`src/verilog/clock_unit_consts.svh`:
```
// offsets, fields, reset values and counts of the clock unit
// Behaviour
// - firmware picks master source without glitches
// - oscillator after reset, pll only when locked
// - pll multiplier limited to 96 MHz output
// - return to oscillator, then pll power down
// - slow real-time oscillator selectable as master
// - reference clock divides master by up to 1024
// - high bus clock is reference by 1/2/4
// - peripheral bus clock is reference by 1/2/4/8
// - flash interface clock full rate, optionally halved
// - baud reference from master, optionally halved
// - external memory clock equals or halves high bus
// - usb clock from master, halved master, pin
// - phy clock forwards the oscillator when enabled, whatever its frequency
// - calibration pin carries slow clock by 8
// - usb and timers may use external pins
// - run mode after reset, masks gate clocks
// - interrupt mode runs cpu full speed
// - idle stops cpu and flash, masks snapshotted
// - idle ends on reset, interrupt or wake-up
// - sleep stops all but slow oscillator, pll off
// - sleep exits: resets except watchdog, alarm, wake-up
// - debug keeps every clock running except the pll, which sleep turns off
// - clock unit events ored into one request
`ifndef CLOCK_UNIT_CONSTS_SVH
`define CLOCK_UNIT_CONSTS_SVH
`define ADR_CTL      8'h00
`define ADR_DIV      8'h04
`define ADR_MASK     8'h08
`define ADR_PWR      8'h0c
`define ADR_STAT     8'h10
`define ADR_PLL      8'h14
`define SRC_OSC      2'h0
`define SRC_PLL      2'h1
`define SRC_RTC      2'h2
`define CTL_SEL      1:0
`define CTL_PLL_EN   2
`define CTL_IRQ_MODE 3
`define CTL_USB      5:4
`define CTL_PHY_EN   6
`define CTL_CAL_EN   7
`define CTL_T01_EXT  8
`define CTL_T23_EXT  9
`define CTL_REST     9:3
`define DIV_REF      9:0
`define DIV_HBUS     11:10
`define DIV_PBUS     13:12
`define DIV_FLASH    14
`define DIV_BAUD     15
`define DIV_EXTMEM   16
`define PWR_IDLE     0
`define PWR_SLEEP    1
`define USB_MASTER   2'h0
`define USB_HALF     2'h1
`define USB_PIN      2'h2
`define CTL_RESET    10'h000
`define DIV_RESET    17'h00000
`define MASK_RESET   6'h3f
`define MULT_RESET   8'h01
`define N_ONE        11'h001
`define N_HALF       11'h002
`define N_QUARTER    11'h004
`define N_CAL        11'h008
`endif

```
`src/verilog/clock_unit_pkg.sv`:
```
// types of the clock unit
`default_nettype none
package clock_unit_pkg;
    typedef enum logic [2:0] {
        MODE_RUN   = 3'b001,
        MODE_IDLE  = 3'b010,
        MODE_SLEEP = 3'b100
    } mode_t;
    typedef enum logic [2:0] {
        SW_IDLE = 3'b001,
        SW_DROP = 3'b010,
        SW_PICK = 3'b100
    } switch_t;
    typedef struct packed {
        logic osc;
        logic pll;
        logic rtc;
        logic lock;
        logic usb_ext;
        logic t01_ext;
        logic t23_ext;
        logic irq;
        logic irq_busy;
        logic wake;
        logic alarm;
        logic debug;
        logic rst_wake;
        logic rst_wdog;
    } ext_in_t;
    typedef logic [10:0] count_t;
endpackage
`default_nettype wire

```
`src/verilog/clock_unit.sv`:
```
// clock selection, dividers, gating and power modes
`timescale 1ns/1ns
`default_nettype none
`include "clock_unit_consts.svh"
module clock_unit #(
    parameter int OSC_FREQ_KHZ = 25000,
    parameter int PLL_MAX_KHZ  = 96000
) (
    input  wire logic        CLOCK_IN,
    input  wire logic        RESET_IN,
    input  wire logic        WB_CYC_IN,
    input  wire logic        WB_STB_IN,
    input  wire logic        WB_WE_IN,
    input  wire logic [7:0]  WB_ADR_IN,
    input  wire logic [3:0]  WB_SEL_IN,
    input  wire logic [31:0] WB_DAT_IN,
    output logic      [31:0] WB_DAT_OUT,
    output logic             WB_ACK_OUT,
    input  wire logic        MAIN_OSC_CLOCK_IN,
    input  wire logic        PLL_CLOCK_IN,
    input  wire logic        SLOW_OSC_CLOCK_IN,
    input  wire logic        PLL_LOCK_IN,
    input  wire logic        USB_EXT_CLOCK_PIN_IN,
    input  wire logic        TIMER01_EXT_CLOCK_PIN_IN,
    input  wire logic        TIMER23_EXT_CLOCK_PIN_IN,
    input  wire logic        IRQ_PENDING_IN,
    input  wire logic        IRQ_SERVICE_IN,
    input  wire logic        WAKEUP_IN,
    input  wire logic        RTC_ALARM_IN,
    input  wire logic        DEBUG_ACTIVE_IN,
    input  wire logic        RESET_WAKE_IN,
    input  wire logic        RESET_WATCHDOG_IN,
    output logic             MASTER_CLOCK_OUT,
    output logic             CPU_CLOCK_OUT,
    output logic             HBUS_CLOCK_OUT,
    output logic             PBUS_CLOCK_OUT,
    output logic             FLASH_INTERFACE_CLOCK_OUT,
    output logic             EXTERNAL_MEMORY_INTERFACE_CLOCK_OUT,
    output logic             BAUD_REFERENCE_CLOCK_OUT,
    output logic             USB_CLOCK_OUT,
    output logic             TIMER01_CLOCK_OUT,
    output logic             TIMER23_CLOCK_OUT,
    output logic             PHY_CLOCK_PIN_OUT,
    output logic             CALIBRATION_PIN_OUT,
    output logic             PLL_ENABLE_OUT,
    output logic      [7:0]  PLL_MULT_OUT,
    output logic             MAIN_OSC_ENABLE_OUT,
    output logic             CLOCK_IRQ_OUT
);

    // ==========================================================
    // functions
    function automatic logic [31:0] wmerge(input logic [31:0] old,
                                           input logic [31:0] wd,
                                           input logic [3:0]  be);
        logic [31:0] r;
        r = old;
        for (int b = 0; b < 4; b++) begin
            if (be[b]) begin
                r[b*8 +: 8] = wd[b*8 +: 8];
            end
        end
        return r;
    endfunction

    function automatic logic [2:0] onehot(input logic [1:0] s);
        case (s)
            `SRC_OSC: onehot = 3'b001;
            `SRC_PLL: onehot = 3'b010;
            default:  onehot = 3'b100;
        endcase
    endfunction

    function automatic clock_unit_pkg::count_t pow2(input logic [1:0] c);
        case (c)
            2'h0:    pow2 = `N_ONE;
            2'h1:    pow2 = `N_HALF;
            2'h2:    pow2 = `N_QUARTER;
            default: pow2 = `N_CAL;
        endcase
    endfunction

    // ==========================================================
    // declarations
    clock_unit_pkg::ext_in_t raw;
    clock_unit_pkg::ext_in_t sync1;
    clock_unit_pkg::ext_in_t s2;
    clock_unit_pkg::mode_t   mode;
    clock_unit_pkg::switch_t sw;
    clock_unit_pkg::count_t  div_n   [8];
    clock_unit_pkg::count_t  div_cnt [8];
    logic [7:0]  div_clk;
    logic [7:0]  div_prev;
    logic [7:0]  src_edge;
    logic [9:0]  ctl;
    logic [16:0] div;
    logic [5:0]  mask;
    logic [5:0]  idle_mask;
    logic [7:0]  mult;
    logic [2:0]  act;
    logic [2:0]  lvl;
    logic [1:0]  cur_sel;
    logic [1:0]  tgt;
    logic [1:0]  flags;
    logic [1:0]  set_f;
    logic [1:0]  clr_f;
    logic        master;
    logic        master_prev;
    logic        rtc_prev;
    logic        lock_prev;
    logic        sw_done;
    logic        ack;
    logic        req;
    logic        wr;
    logic        go_idle;
    logic        go_sleep;
    logic        sel_ok;
    logic        pll_busy;
    logic        mult_ok;
    logic [31:0] m_ctl;
    logic [31:0] m_div;
    logic [31:0] m_mask;
    logic [31:0] m_pll;
    logic [31:0] next_rd;
    logic        dbg;
    logic        on_cpu;
    logic        on_master;
    logic [5:0]  p_on;
    logic        cpu_src;
    logic        next_usb;

    // ==========================================================
    // input synchronisers
    assign raw = '{osc: MAIN_OSC_CLOCK_IN, pll: PLL_CLOCK_IN,
                   rtc: SLOW_OSC_CLOCK_IN, lock: PLL_LOCK_IN,
                   usb_ext: USB_EXT_CLOCK_PIN_IN,
                   t01_ext: TIMER01_EXT_CLOCK_PIN_IN,
                   t23_ext: TIMER23_EXT_CLOCK_PIN_IN,
                   irq: IRQ_PENDING_IN, irq_busy: IRQ_SERVICE_IN,
                   wake: WAKEUP_IN, alarm: RTC_ALARM_IN,
                   debug: DEBUG_ACTIVE_IN, rst_wake: RESET_WAKE_IN,
                   rst_wdog: RESET_WATCHDOG_IN};

    always_ff @(posedge CLOCK_IN or posedge RESET_IN) begin
        if (RESET_IN) begin
            sync1 <= '0;
            s2    <= '0;
        end else begin
            sync1 <= raw;
            s2    <= sync1;
        end
    end

    assign dbg = s2.debug;
    assign lvl = {s2.rtc, s2.pll, s2.osc};

    // ==========================================================
    // wishbone decode
    assign req      = WB_CYC_IN & WB_STB_IN & ~ack;
    assign wr       = req & WB_WE_IN;
    assign m_ctl    = wmerge({22'h0, ctl}, WB_DAT_IN, WB_SEL_IN);
    assign m_div    = wmerge({15'h0, div}, WB_DAT_IN, WB_SEL_IN);
    assign m_mask   = wmerge({26'h0, mask}, WB_DAT_IN, WB_SEL_IN);
    assign m_pll    = wmerge({24'h0, mult}, WB_DAT_IN, WB_SEL_IN);
    assign go_idle  = wr & (WB_ADR_IN == `ADR_PWR) & WB_SEL_IN[0]
                      & WB_DAT_IN[`PWR_IDLE] & (mode == clock_unit_pkg::MODE_RUN);
    assign go_sleep = wr & (WB_ADR_IN == `ADR_PWR) & WB_SEL_IN[0]
                      & WB_DAT_IN[`PWR_SLEEP] & (mode == clock_unit_pkg::MODE_RUN);
    assign sel_ok   = (m_ctl[`CTL_SEL] == `SRC_OSC) | (m_ctl[`CTL_SEL] == `SRC_RTC)
                      | ((m_ctl[`CTL_SEL] == `SRC_PLL) & s2.lock & ctl[`CTL_PLL_EN]);
    assign pll_busy = (ctl[`CTL_SEL] == `SRC_PLL) | (cur_sel == `SRC_PLL)
                      | (tgt == `SRC_PLL);
    assign mult_ok  = (m_pll[7:0] != 8'h00)
                      & (OSC_FREQ_KHZ * int'(m_pll[7:0]) <= PLL_MAX_KHZ);
    assign clr_f    = (wr & (WB_ADR_IN == `ADR_STAT) & WB_SEL_IN[0])
                      ? WB_DAT_IN[1:0] : 2'h0;
    assign set_f    = {sw_done, s2.lock & ~lock_prev};

    always_ff @(posedge CLOCK_IN or posedge RESET_IN) begin
        if (RESET_IN) begin
            ack <= 1'b0;
        end else begin
            ack <= req;
        end
    end

    always_comb begin
        next_rd = 32'h0;
        case (WB_ADR_IN)
            `ADR_CTL:  next_rd = {22'h0, ctl};
            `ADR_DIV:  next_rd = {15'h0, div};
            `ADR_MASK: next_rd = {26'h0, mask};
            `ADR_PWR:  next_rd = {29'h0, mode};
            `ADR_STAT: next_rd = {26'h0, sw != clock_unit_pkg::SW_IDLE, cur_sel,
                                  s2.lock, flags};
            `ADR_PLL:  next_rd = {24'h0, mult};
            default:   next_rd = 32'h0;
        endcase
    end

    always_ff @(posedge CLOCK_IN or posedge RESET_IN) begin
        if (RESET_IN) begin
            WB_DAT_OUT <= 32'h0;
        end else if (req & ~WB_WE_IN) begin
            WB_DAT_OUT <= next_rd;
        end
    end

    // ==========================================================
    // control register
    always_ff @(posedge CLOCK_IN or posedge RESET_IN) begin
        if (RESET_IN) begin
            ctl <= `CTL_RESET;
        end else if (go_sleep) begin
            ctl[`CTL_PLL_EN] <= 1'b0;
            if (ctl[`CTL_SEL] == `SRC_PLL) begin
                ctl[`CTL_SEL] <= `SRC_OSC;
            end
        end else if (wr & (WB_ADR_IN == `ADR_CTL)) begin
            ctl[`CTL_REST] <= m_ctl[`CTL_REST];
            if (sel_ok) begin
                ctl[`CTL_SEL] <= m_ctl[`CTL_SEL];
            end
            if (m_ctl[`CTL_PLL_EN] | ~pll_busy) begin
                ctl[`CTL_PLL_EN] <= m_ctl[`CTL_PLL_EN];
            end
        end
    end

    // ==========================================================
    // divisor, mask and pll registers
    always_ff @(posedge CLOCK_IN or posedge RESET_IN) begin
        if (RESET_IN) begin
            div  <= `DIV_RESET;
            mask <= `MASK_RESET;
            mult <= `MULT_RESET;
        end else if (wr) begin
            if (WB_ADR_IN == `ADR_DIV) begin
                div <= m_div[16:0];
            end
            if (WB_ADR_IN == `ADR_MASK) begin
                mask <= m_mask[5:0];
            end
            if ((WB_ADR_IN == `ADR_PLL) & mult_ok) begin
                mult <= m_pll[7:0];
            end
        end
    end

    // ==========================================================
    // event flags
    always_ff @(posedge CLOCK_IN or posedge RESET_IN) begin
        if (RESET_IN) begin
            flags     <= 2'h0;
            lock_prev <= 1'b0;
        end else begin
            lock_prev <= s2.lock;
            flags     <= (flags & ~clr_f) | set_f;
        end
    end

    // ==========================================================
    // power mode machine
    always_ff @(posedge CLOCK_IN or posedge RESET_IN) begin
        if (RESET_IN) begin
            mode      <= clock_unit_pkg::MODE_RUN;
            idle_mask <= `MASK_RESET;
        end else begin
            case (mode)
                clock_unit_pkg::MODE_RUN: begin
                    if (go_sleep) begin
                        mode <= clock_unit_pkg::MODE_SLEEP;
                    end else if (go_idle) begin
                        mode      <= clock_unit_pkg::MODE_IDLE;
                        idle_mask <= mask;
                    end
                end
                clock_unit_pkg::MODE_IDLE: begin
                    if (s2.irq | s2.wake | s2.rst_wake | s2.rst_wdog) begin
                        mode <= clock_unit_pkg::MODE_RUN;
                    end
                end
                clock_unit_pkg::MODE_SLEEP: begin
                    if (s2.rst_wake | s2.alarm | s2.wake) begin
                        mode <= clock_unit_pkg::MODE_RUN;
                    end
                end
                default: mode <= clock_unit_pkg::MODE_RUN;
            endcase
        end
    end

    // ==========================================================
    // glitch-free source switch
    always_ff @(posedge CLOCK_IN or posedge RESET_IN) begin
        if (RESET_IN) begin
            sw      <= clock_unit_pkg::SW_IDLE;
            act     <= 3'b001;
            cur_sel <= `SRC_OSC;
            tgt     <= `SRC_OSC;
            sw_done <= 1'b0;
        end else begin
            sw_done <= 1'b0;
            case (sw)
                clock_unit_pkg::SW_IDLE: begin
                    if (ctl[`CTL_SEL] != cur_sel) begin
                        tgt <= ctl[`CTL_SEL];
                        sw  <= clock_unit_pkg::SW_DROP;
                    end
                end
                clock_unit_pkg::SW_DROP: begin
                    if ((lvl & onehot(cur_sel)) == 3'b000) begin
                        act <= 3'b000;
                        sw  <= clock_unit_pkg::SW_PICK;
                    end
                end
                clock_unit_pkg::SW_PICK: begin
                    if ((lvl & onehot(tgt)) == 3'b000) begin
                        act     <= onehot(tgt);
                        cur_sel <= tgt;
                        sw_done <= 1'b1;
                        sw      <= clock_unit_pkg::SW_IDLE;
                    end
                end
                default: sw <= clock_unit_pkg::SW_IDLE;
            endcase
        end
    end

    always_ff @(posedge CLOCK_IN or posedge RESET_IN) begin
        if (RESET_IN) begin
            master      <= 1'b0;
            master_prev <= 1'b0;
            rtc_prev    <= 1'b0;
            div_prev    <= 8'h00;
        end else begin
            master      <= |(act & lvl);
            master_prev <= master;
            rtc_prev    <= s2.rtc;
            div_prev    <= div_clk;
        end
    end

    // ==========================================================
    // dividers: 0 ref, 1 hbus, 2 pbus, 3 flash, 4 baud,
    // 5 external memory, 6 usb half, 7 calibration
    assign src_edge = {s2.rtc ^ rtc_prev, master ^ master_prev,
                       div_clk[1] ^ div_prev[1], master ^ master_prev,
                       {3{div_clk[0] ^ div_prev[0]}}, master ^ master_prev};

    always_comb begin
        div_n[0] = {1'b0, div[`DIV_REF]} + `N_ONE;
        div_n[1] = (div[`DIV_HBUS] == 2'h3) ? `N_QUARTER : pow2(div[`DIV_HBUS]);
        div_n[2] = pow2(div[`DIV_PBUS]);
        div_n[3] = div[`DIV_FLASH] ? `N_HALF : `N_ONE;
        div_n[4] = div[`DIV_BAUD] ? `N_HALF : `N_ONE;
        div_n[5] = div[`DIV_EXTMEM] ? `N_HALF : `N_ONE;
        div_n[6] = `N_HALF;
        div_n[7] = `N_CAL;
    end

    for (genvar i = 0; i < 8; i++) begin : g_div
        always_ff @(posedge CLOCK_IN or posedge RESET_IN) begin
            if (RESET_IN) begin
                div_cnt[i] <= 11'h000;
                div_clk[i] <= 1'b0;
            end else if (src_edge[i]) begin
                if (div_cnt[i] >= div_n[i] - `N_ONE) begin
                    div_cnt[i] <= 11'h000;
                    div_clk[i] <= ~div_clk[i];
                end else begin
                    div_cnt[i] <= div_cnt[i] + `N_ONE;
                end
            end
        end
    end

    // ==========================================================
    // gating
    assign on_master = dbg | (mode != clock_unit_pkg::MODE_SLEEP);
    assign on_cpu    = dbg | (mode == clock_unit_pkg::MODE_RUN);
    assign p_on      = {6{dbg}} | ((mode == clock_unit_pkg::MODE_RUN) ? mask
                       : (mode == clock_unit_pkg::MODE_IDLE) ? idle_mask : 6'h00);
    assign cpu_src   = (ctl[`CTL_IRQ_MODE] & s2.irq_busy) ? master : div_clk[0];

    always_comb begin
        case (ctl[`CTL_USB])
            `USB_MASTER: next_usb = master;
            `USB_HALF:   next_usb = div_clk[6];
            `USB_PIN:    next_usb = s2.usb_ext;
            default:     next_usb = 1'b0;
        endcase
    end

    // ==========================================================
    // output registers
    always_ff @(posedge CLOCK_IN or posedge RESET_IN) begin
        if (RESET_IN) begin
            MASTER_CLOCK_OUT                    <= 1'b0;
            CPU_CLOCK_OUT                       <= 1'b0;
            HBUS_CLOCK_OUT                      <= 1'b0;
            PBUS_CLOCK_OUT                      <= 1'b0;
            FLASH_INTERFACE_CLOCK_OUT           <= 1'b0;
            EXTERNAL_MEMORY_INTERFACE_CLOCK_OUT <= 1'b0;
            BAUD_REFERENCE_CLOCK_OUT            <= 1'b0;
            USB_CLOCK_OUT                       <= 1'b0;
            TIMER01_CLOCK_OUT                   <= 1'b0;
            TIMER23_CLOCK_OUT                   <= 1'b0;
            PHY_CLOCK_PIN_OUT                   <= 1'b0;
            CALIBRATION_PIN_OUT                 <= 1'b0;
            PLL_ENABLE_OUT                      <= 1'b0;
            PLL_MULT_OUT                        <= `MULT_RESET;
            MAIN_OSC_ENABLE_OUT                 <= 1'b1;
            CLOCK_IRQ_OUT                       <= 1'b0;
        end else begin
            MASTER_CLOCK_OUT          <= master & on_master;
            CPU_CLOCK_OUT             <= cpu_src & on_cpu;
            HBUS_CLOCK_OUT            <= div_clk[1] & p_on[0];
            PBUS_CLOCK_OUT            <= div_clk[2] & p_on[1];
            FLASH_INTERFACE_CLOCK_OUT <= div_clk[3] & on_cpu;
            EXTERNAL_MEMORY_INTERFACE_CLOCK_OUT <= div_clk[5] & p_on[2];
            BAUD_REFERENCE_CLOCK_OUT  <= div_clk[4] & p_on[3];
            USB_CLOCK_OUT             <= next_usb & p_on[4];
            TIMER01_CLOCK_OUT <= (ctl[`CTL_T01_EXT] ? s2.t01_ext : div_clk[2])
                                 & p_on[5];
            TIMER23_CLOCK_OUT <= (ctl[`CTL_T23_EXT] ? s2.t23_ext : div_clk[2])
                                 & p_on[5];
            PHY_CLOCK_PIN_OUT   <= s2.osc & ctl[`CTL_PHY_EN] & on_master;
            CALIBRATION_PIN_OUT <= div_clk[7] & ctl[`CTL_CAL_EN];
            PLL_ENABLE_OUT      <= ctl[`CTL_PLL_EN] & on_master;
            PLL_MULT_OUT        <= mult;
            MAIN_OSC_ENABLE_OUT <= on_master;
            CLOCK_IRQ_OUT       <= |flags;
        end
    end

    assign WB_ACK_OUT = ack;

endmodule
`default_nettype wire

```
`config.mk`:
```
export PLATFORM = sky130hd
export DESIGN_NAME = clock_unit
export DESIGN_NICKNAME = d
export VERILOG_FILES = /design/src/verilog/clock_unit_pkg.sv /design/src/verilog/clock_unit.sv
export VERILOG_INCLUDE_DIRS = /design/src /design/src/verilog
export SDC_FILE = /design/constraint.sdc
export NUM_CORES = 1
export LEC_CHECK = 0
export BUFFER_PORTS_ARGS = -buffer_cell sky130_fd_sc_hd__buf_2
export CORE_MARGIN = 2
export CORE_UTILIZATION = 40
export CTS_BUF_LIST = sky130_fd_sc_hd__clkbuf_2
export CTS_CLUSTER_SIZE = 40
export DETAILED_ROUTE_END_ITERATION = 6
export PLACE_DENSITY = 0.68
export SETUP_SLACK_MARGIN = 0.3
export SYNTH_ARGS = -nofsm -noshare
export SYNTH_HDL_FRONTEND = slang
export SYNTH_SLANG_ARGS = --single-unit
export TNS_END_PERCENT = 10
```
`constraint.sdc`:
```
create_clock -name CLOCK_IN -period 25.6 [get_ports CLOCK_IN]
set_clock_uncertainty 0.05 [all_clocks]
set_input_delay 5.12 -clock CLOCK_IN [delete_from_list [all_inputs] [get_ports CLOCK_IN]]
set_output_delay 5.12 -clock CLOCK_IN [all_outputs]
set_load 0.02 [all_outputs]
```
==> Word-level counts from Yosys, hierarchy flattened <==
Index checks and enable logic that the tools add are counted.
{ "totals": {"inputBits": 63, "elab_cells": 297, "output_inout_bits": 56, "regBits": 249} }
{ "op_classes": {"n_reduce_logical": 39, "mux": 47, "mul": 1, "bitwise_logic": 69, "n_eq_ne": 33, "magnitude_cmp": 9, "addsub": 15} }
{ "ops": {"columns": ["operator", "n"], "rows": [
  ["$pmux W17 S6", 1],
  ["$mux W11", 9],
  ["$add A11 B1 Y11 const B", 8],
  ["$ge A11 B11 Y1", 6],
  ["$mux W3", 14],
  ["$and A1 B1 Y1", 33],
  ["$reduce_and A3 Y1", 11],
  ["$sub A11 B1 Y11 const B", 3],
  ["$pmux W4 S3", 2],
  ["$reduce_and A2 Y1", 12],
  ["$le A23 B17 Y1 const B", 1],
  ["$mul A12 B8 Y20 const A", 1],
  ["$pmux W3 S2", 3],
  ["$pmux W3 S3", 2],
  ["$eq A8 B4 Y1 const B", 2],
  ["$eq A8 B5 Y1 const B", 2],
  ["$eq A2 B1 Y1 const B", 7],
  ["$not A1 Y1", 13],
  ["$logic_not A2 Y1", 6],
  ["$mux W2", 6],
  ["$mux W6", 2],
  ["$or A1 B1 Y1", 12],
  ["$add A10 B1 Y11 const B", 1],
  ["$ge A11 B1 Y1 const B", 1],
  ["other kinds (27)", 55]
]} }

==> Logic depth before layout (Yosys ltp) <==
{ "depth": {"depth_word": 10, "mapped_depth": 21, "mapped_depth_nobuf": 18} }

==> Worst setup path before layout <==
OpenSTA, ideal clock, no wires.
{ "synth_timing": {"kind": "input-to-reg", "startpoint": "input port WB_SEL_IN[0]", "endpoint": "register mult[2]", "t_arrival_ns": 9.585, "path_stages": 19, "n_path_buf": 2, "slack_ns": 15.840, "t_required_ns": 25.425, "setup_ns": 0.125, "cell_sequence": "clkbuf_1 mux2_2 ha_1 ha_1 inv_1 fa_1 inv_1 fa_1 ha_1 nor2b_1 o21ai_0 o21ai_1 a31o_2 nor4_1 o2111ai_1 nor4_1 and3_1 buf_4 mux2_2"} }
{ "synth_between": {"elab_chain_cells": 6, "elab_cells_between_ends": 7, "cone_classes": "1 x mul; 1 x order compare; 1 x mux; 2 x bitwise; 2 x reduce/logical"} }
{ "synth_lines": {"columns": ["item", "line", "rtl"], "rows": [
  ["start: declaration", "clock_unit.sv:15", "input wire logic [3:0] WB_SEL_IN,"],
  ["$mux W8 (*)", "clock_unit.sv:59", "if (be[b]) begin"],
  ["net m_pll[2]", "clock_unit.sv:123", "logic [31:0] m_pll;"],
  ["$mul A12 B8 Y20", "clock_unit.sv:174", "& (OSC_FREQ_KHZ * int'(m_pll[7:0]) <= PLL_MAX_KHZ);"],
  ["$le A23 B17 Y1", "clock_unit.sv:174", null],
  ["$and A1 B1 Y1", "clock_unit.sv:174", null],
  ["$and A1 B1 Y1", "clock_unit.sv:244", "if ((WB_ADR_IN == `ADR_PLL) & mult_ok) begin"],
  ["$reduce_and A2 Y1 (no source line)", null, null],
  ["end signal: assignment", "clock_unit.sv:236", "mult <= `MULT_RESET;"],
  ["end signal: assignment", "clock_unit.sv:245", "mult <= m_pll[7:0];"],
  ["end: declaration", "clock_unit.sv:99", "logic [7:0] mult;"]
]} }
The timed path passes the listed nets; every way through them passes the cells marked *.
A chain may end at the register's enable or synchronous reset.

==> Worst setup path after layout <==
{ "layout_timing": {"startpoint": "input port WB_SEL_IN[0]", "endpoint": "register mult[7]"} }
{ "layout_between": {"elab_chain_cells": 6, "elab_cells_between_ends": 7, "cone_classes": "1 x mul; 1 x order compare; 1 x mux; 2 x bitwise; 2 x reduce/logical"} }
{ "layout_lines": {"columns": ["item", "line"], "rows": [
  ["$mux W8 (*)", "clock_unit.sv:59"],
  ["net m_pll[2]", "clock_unit.sv:123"],
  ["$mul A12 B8 Y20", "clock_unit.sv:174"],
  ["$le A23 B17 Y1", "clock_unit.sv:174"],
  ["$and A1 B1 Y1 (*)", "clock_unit.sv:174"],
  ["$and A1 B1 Y1 (*)", "clock_unit.sv:244"],
  ["$reduce_and A2 Y1 (no source line) (*)", null]
]} }
Marked as above.

==> flow_summary.yaml <==
outcome:
  status: "finished clean"
floorplanning:
  rows: 63
  num_io_pins: 119
  die_height_um: 176
  fp.coreArea_um2: 29400
  start_util_pct: 40.3
  die-area_um2: 31000
  die_w_um: 176
power_and_ir_drop:
  p_total_mw: 0.722
  p_switching_mw: 0.213
  power.density_nw_per_um2: 54.5
  p_comb_share_pct: 12.5
  swShare_pct: 29.5
  peakVddDrop_v: 0.0000252
  p_int_mw: 0.509
  pwr-share-seq_pct: 52.7
  p_clk_share_pct: 34.8
  leakage_nw: 6.75
job:
  drv_cap: 0
clock_network:
  ctsHoldBuffers: 0
  clockRootBuffer: "clkbuf_2"
  cts_setup_buffers: 0
  clock_latency_ns: 0.90
  clk_path_buf_depth: 3
  clock-sinks: 234
  ctsResizeCount: 0
  numCtsBuffers: 59
  clk_pin_slew_ns: 0.11
  cts_tree: "built"
  ctsHtreeMaxLevel: 2
timing:
  finalHoldViolations: 0
  setup_viol: 0
  max_slew_margin_pct: 28.8
  fin_crit_sh_pct: 38.3
  min_period_ns: 9.80
  tns_ns: 0
  max_clock_freq_mhz: 102
  tightest_slew_ns: 1.07
  slew_violations: 0
  rsz0062_at_grt: "false"
layout:
  fin_util_pct: 45.0
  layout.nets: 1404
  drive_above_1_share_pct: 21.4
  area_delta_synth_final_pct: 11.7
  fill_cells: 2766
global_route:
  antenna_found_initial: 2
  grt_max_degree: 99
  grt_pass1_wl_um: 42200
  gr-total-overflow: 0
  grt_use_total_pct: 17.0
  first_global_vias: 8486
hold_path:
  hold_class: "reg2reg"
yosys:
  synth-edff-count: 0
  synth_area_leader_cell: "dfrtp_1"
  async_reset_ff_share_pct: 100
  synth_top_area_share_pct: 45.6
  yosys-top-cells-count: "dfrtp_1, nor2_1, ha_1, nand2_1, o21ai_0"
  synthFlopType: "dfrtp_1"
  syn_area_per_cell_um2: 10.8
  yosysSeqAreaShare_pct: 49.6
  syn_area_um2: 11900
  synth_warnings: 0
  synth.most_common_cell: "dfrtp_1"
  synthTopCellsByArea: "dfrtp_1, ha_1, mux2_2"
  ys_seq_elements: 234
  synth.distinct_cells: 67
  synth_cells: 1097
placed_design:
  gp_congestion: 0.814
  hpwlAfterDp_um: 18800
  place.port_buffers: 87
routing:
  drc: 0
  wl_per_cell_um: 15.3
  antenna_left: 0
  vias_per_cell: 5.11
  drt_wl_total_um: 25700
  drtIter0Drc: 469
  vias: 8552
  firstDrtPassIters: 5
critical_path:
  crit_type: "in2reg"
  required_ns: 26.25
  cp-end-kind: "flop"
  startpoint_type: "input port"
  worstPathMaxFanout: 17
  worstPathArrival_ns: 10.46
==> critical path, stage by stage <==
cell and delay, ns:
buf_2 0.33, mux2_2 0.46, ha_1 0.34, ha_1 0.28, inv_1 0.05, fa_1 0.51
inv_1 0.06, fa_1 0.48, ha_1 0.36, nor2b_1 0.15, o21ai_0 0.23, o21ai_1 0.20
a31o_2 0.32, nor4_1 0.35, o2111ai_1 0.18, nor4_1 0.20, and3_1 0.45, mux2_2 0.39
==> state kept, by name, summed over array words and instances, names as in the netlist, 10 cells and up <==
name	count
WB_DAT_OUT	17
ctl	10
div	17
div_cnt	88
s2	10
sync1	14
==> kinds of logic (layout without fill, tap and decap cells) <==
kind of cell | Yosys count | after routing | synth area share [%]
AND/OR/NAND/NOR | 357 | 357 | 14.8
buffers and inverters | 92 | 261 | 3.51
AO/OA/AOI/OAI | 197 | 197 | 10.6
XOR/XNOR | 49 | 49 | 3.62
other | 2 | 21 | 0.0633
multiplexers | 59 | 59 | 5.78
adder cells (fa/ha/maj) | 107 | 107 | 12.0
flip-flops | 234 | 234 | 49.6
==> cell usage in the layout, fill, tap and decap left out, types with 12 or more instances in the layout <==
cell type	instances
nand3_1	19
nor2b_1	18
xor2_1	27
mux2_2	46
fa_1	12
a221oi_1	12
nand2b_1	13
nand2_1	92
inv_1	57
a31oi_1	24
a21oi_1	35
dfstp_2	18
nor2_1	115
and3_1	22
clkbuf_2	93
xnor2_1	22
conb_1	19
dfrtp_1	216
nor4_1	14
o21ai_0	61
buf_2	87
ha_1	95
clkinv_1	12
a21o_1	12
==> power groups by stage <==
stage / combinational (mW) / clock (mW) / sequential [mW]
final: 0.0904 / 0.251 / 0.380
after global routing: 0.104 / 0.281 / 0.382
after detailed placement: 0.0902 / 0 / 0.388
after floorplan: 0.0689 / 0 / 0.386
after CTS: 0.0909 / 0.259 / 0.381
after global placement: 0.0874 / 0 / 0.388
==> metrics by stage <==
| step | area (µm²) | hold slack, ns | instances | setup WS (ns) |
|---|---|---|---|---|
| 6_report | 13200 | 0.211 | 1675 | 15.80 |
| 5_1_grt | 13200 | 0.217 | 1675 | 15.61 |
| 4_1_cts | 13200 | 0.187 | 1673 | 15.89 |
| 3_5_place_dp | 12700 | 0.285 | 1563 | 15.00 |
| 3_3_place_gp | 12700 | 0.283 | 1563 | 15.01 |
| 2_1_floorplan | 11900 | 0.281 | 1114 | 14.04 |
==> path summary, 6_finish.rpt <==
kind / start / end / slack (ns) / depth (start not counted)
worst max-delay path: WB_SEL_IN[0] / mult[7]$_DFFE_PP0P_ / 15.80 / 18
worst min-delay path: sync1[2]$_DFF_PP0_ / dbg$_DFF_PP0_ / 0.21 / 0
worst max register to register: mult[0]$_DFFE_PP1P_ / mult[7]$_DFFE_PP0P_ / 19.89 / 15
worst min register to register: sync1[2]$_DFF_PP0_ / dbg$_DFF_PP0_ / 0.21 / 0
max in group asynchronous: RESET_IN / WB_DAT_OUT[5]$_DFFE_PP0P_ / 19.15 / 4
min in group asynchronous: RESET_IN / MASTER_CLOCK_OUT$_DFF_PP0_ / 4.27 / 2
==> cell type report <==
cell class	count	area, µm²	area share [%]
inverter	59	229	1.73
sequential	234	5880	44.4
timing repair buffer	92	473	3.57
clock buffer	93	465	3.51
multi-input combinational	788	5630	42.5
antenna	2	5.00	0.0378
clock inverter	17	76.3	0.576
tap	390	488	3.68
==> per-layer routing <==
metal  track usage, %  vias to the layer above  routed length, µm
li1                 -                     4160                  -
met1             24.0                     4117              12100
met2             26.4                      238              11700
met3             3.12                       37               1400
met4             5.58                        0                486
met5                0                        -                  0
Power figures use the tool's default switching activity.
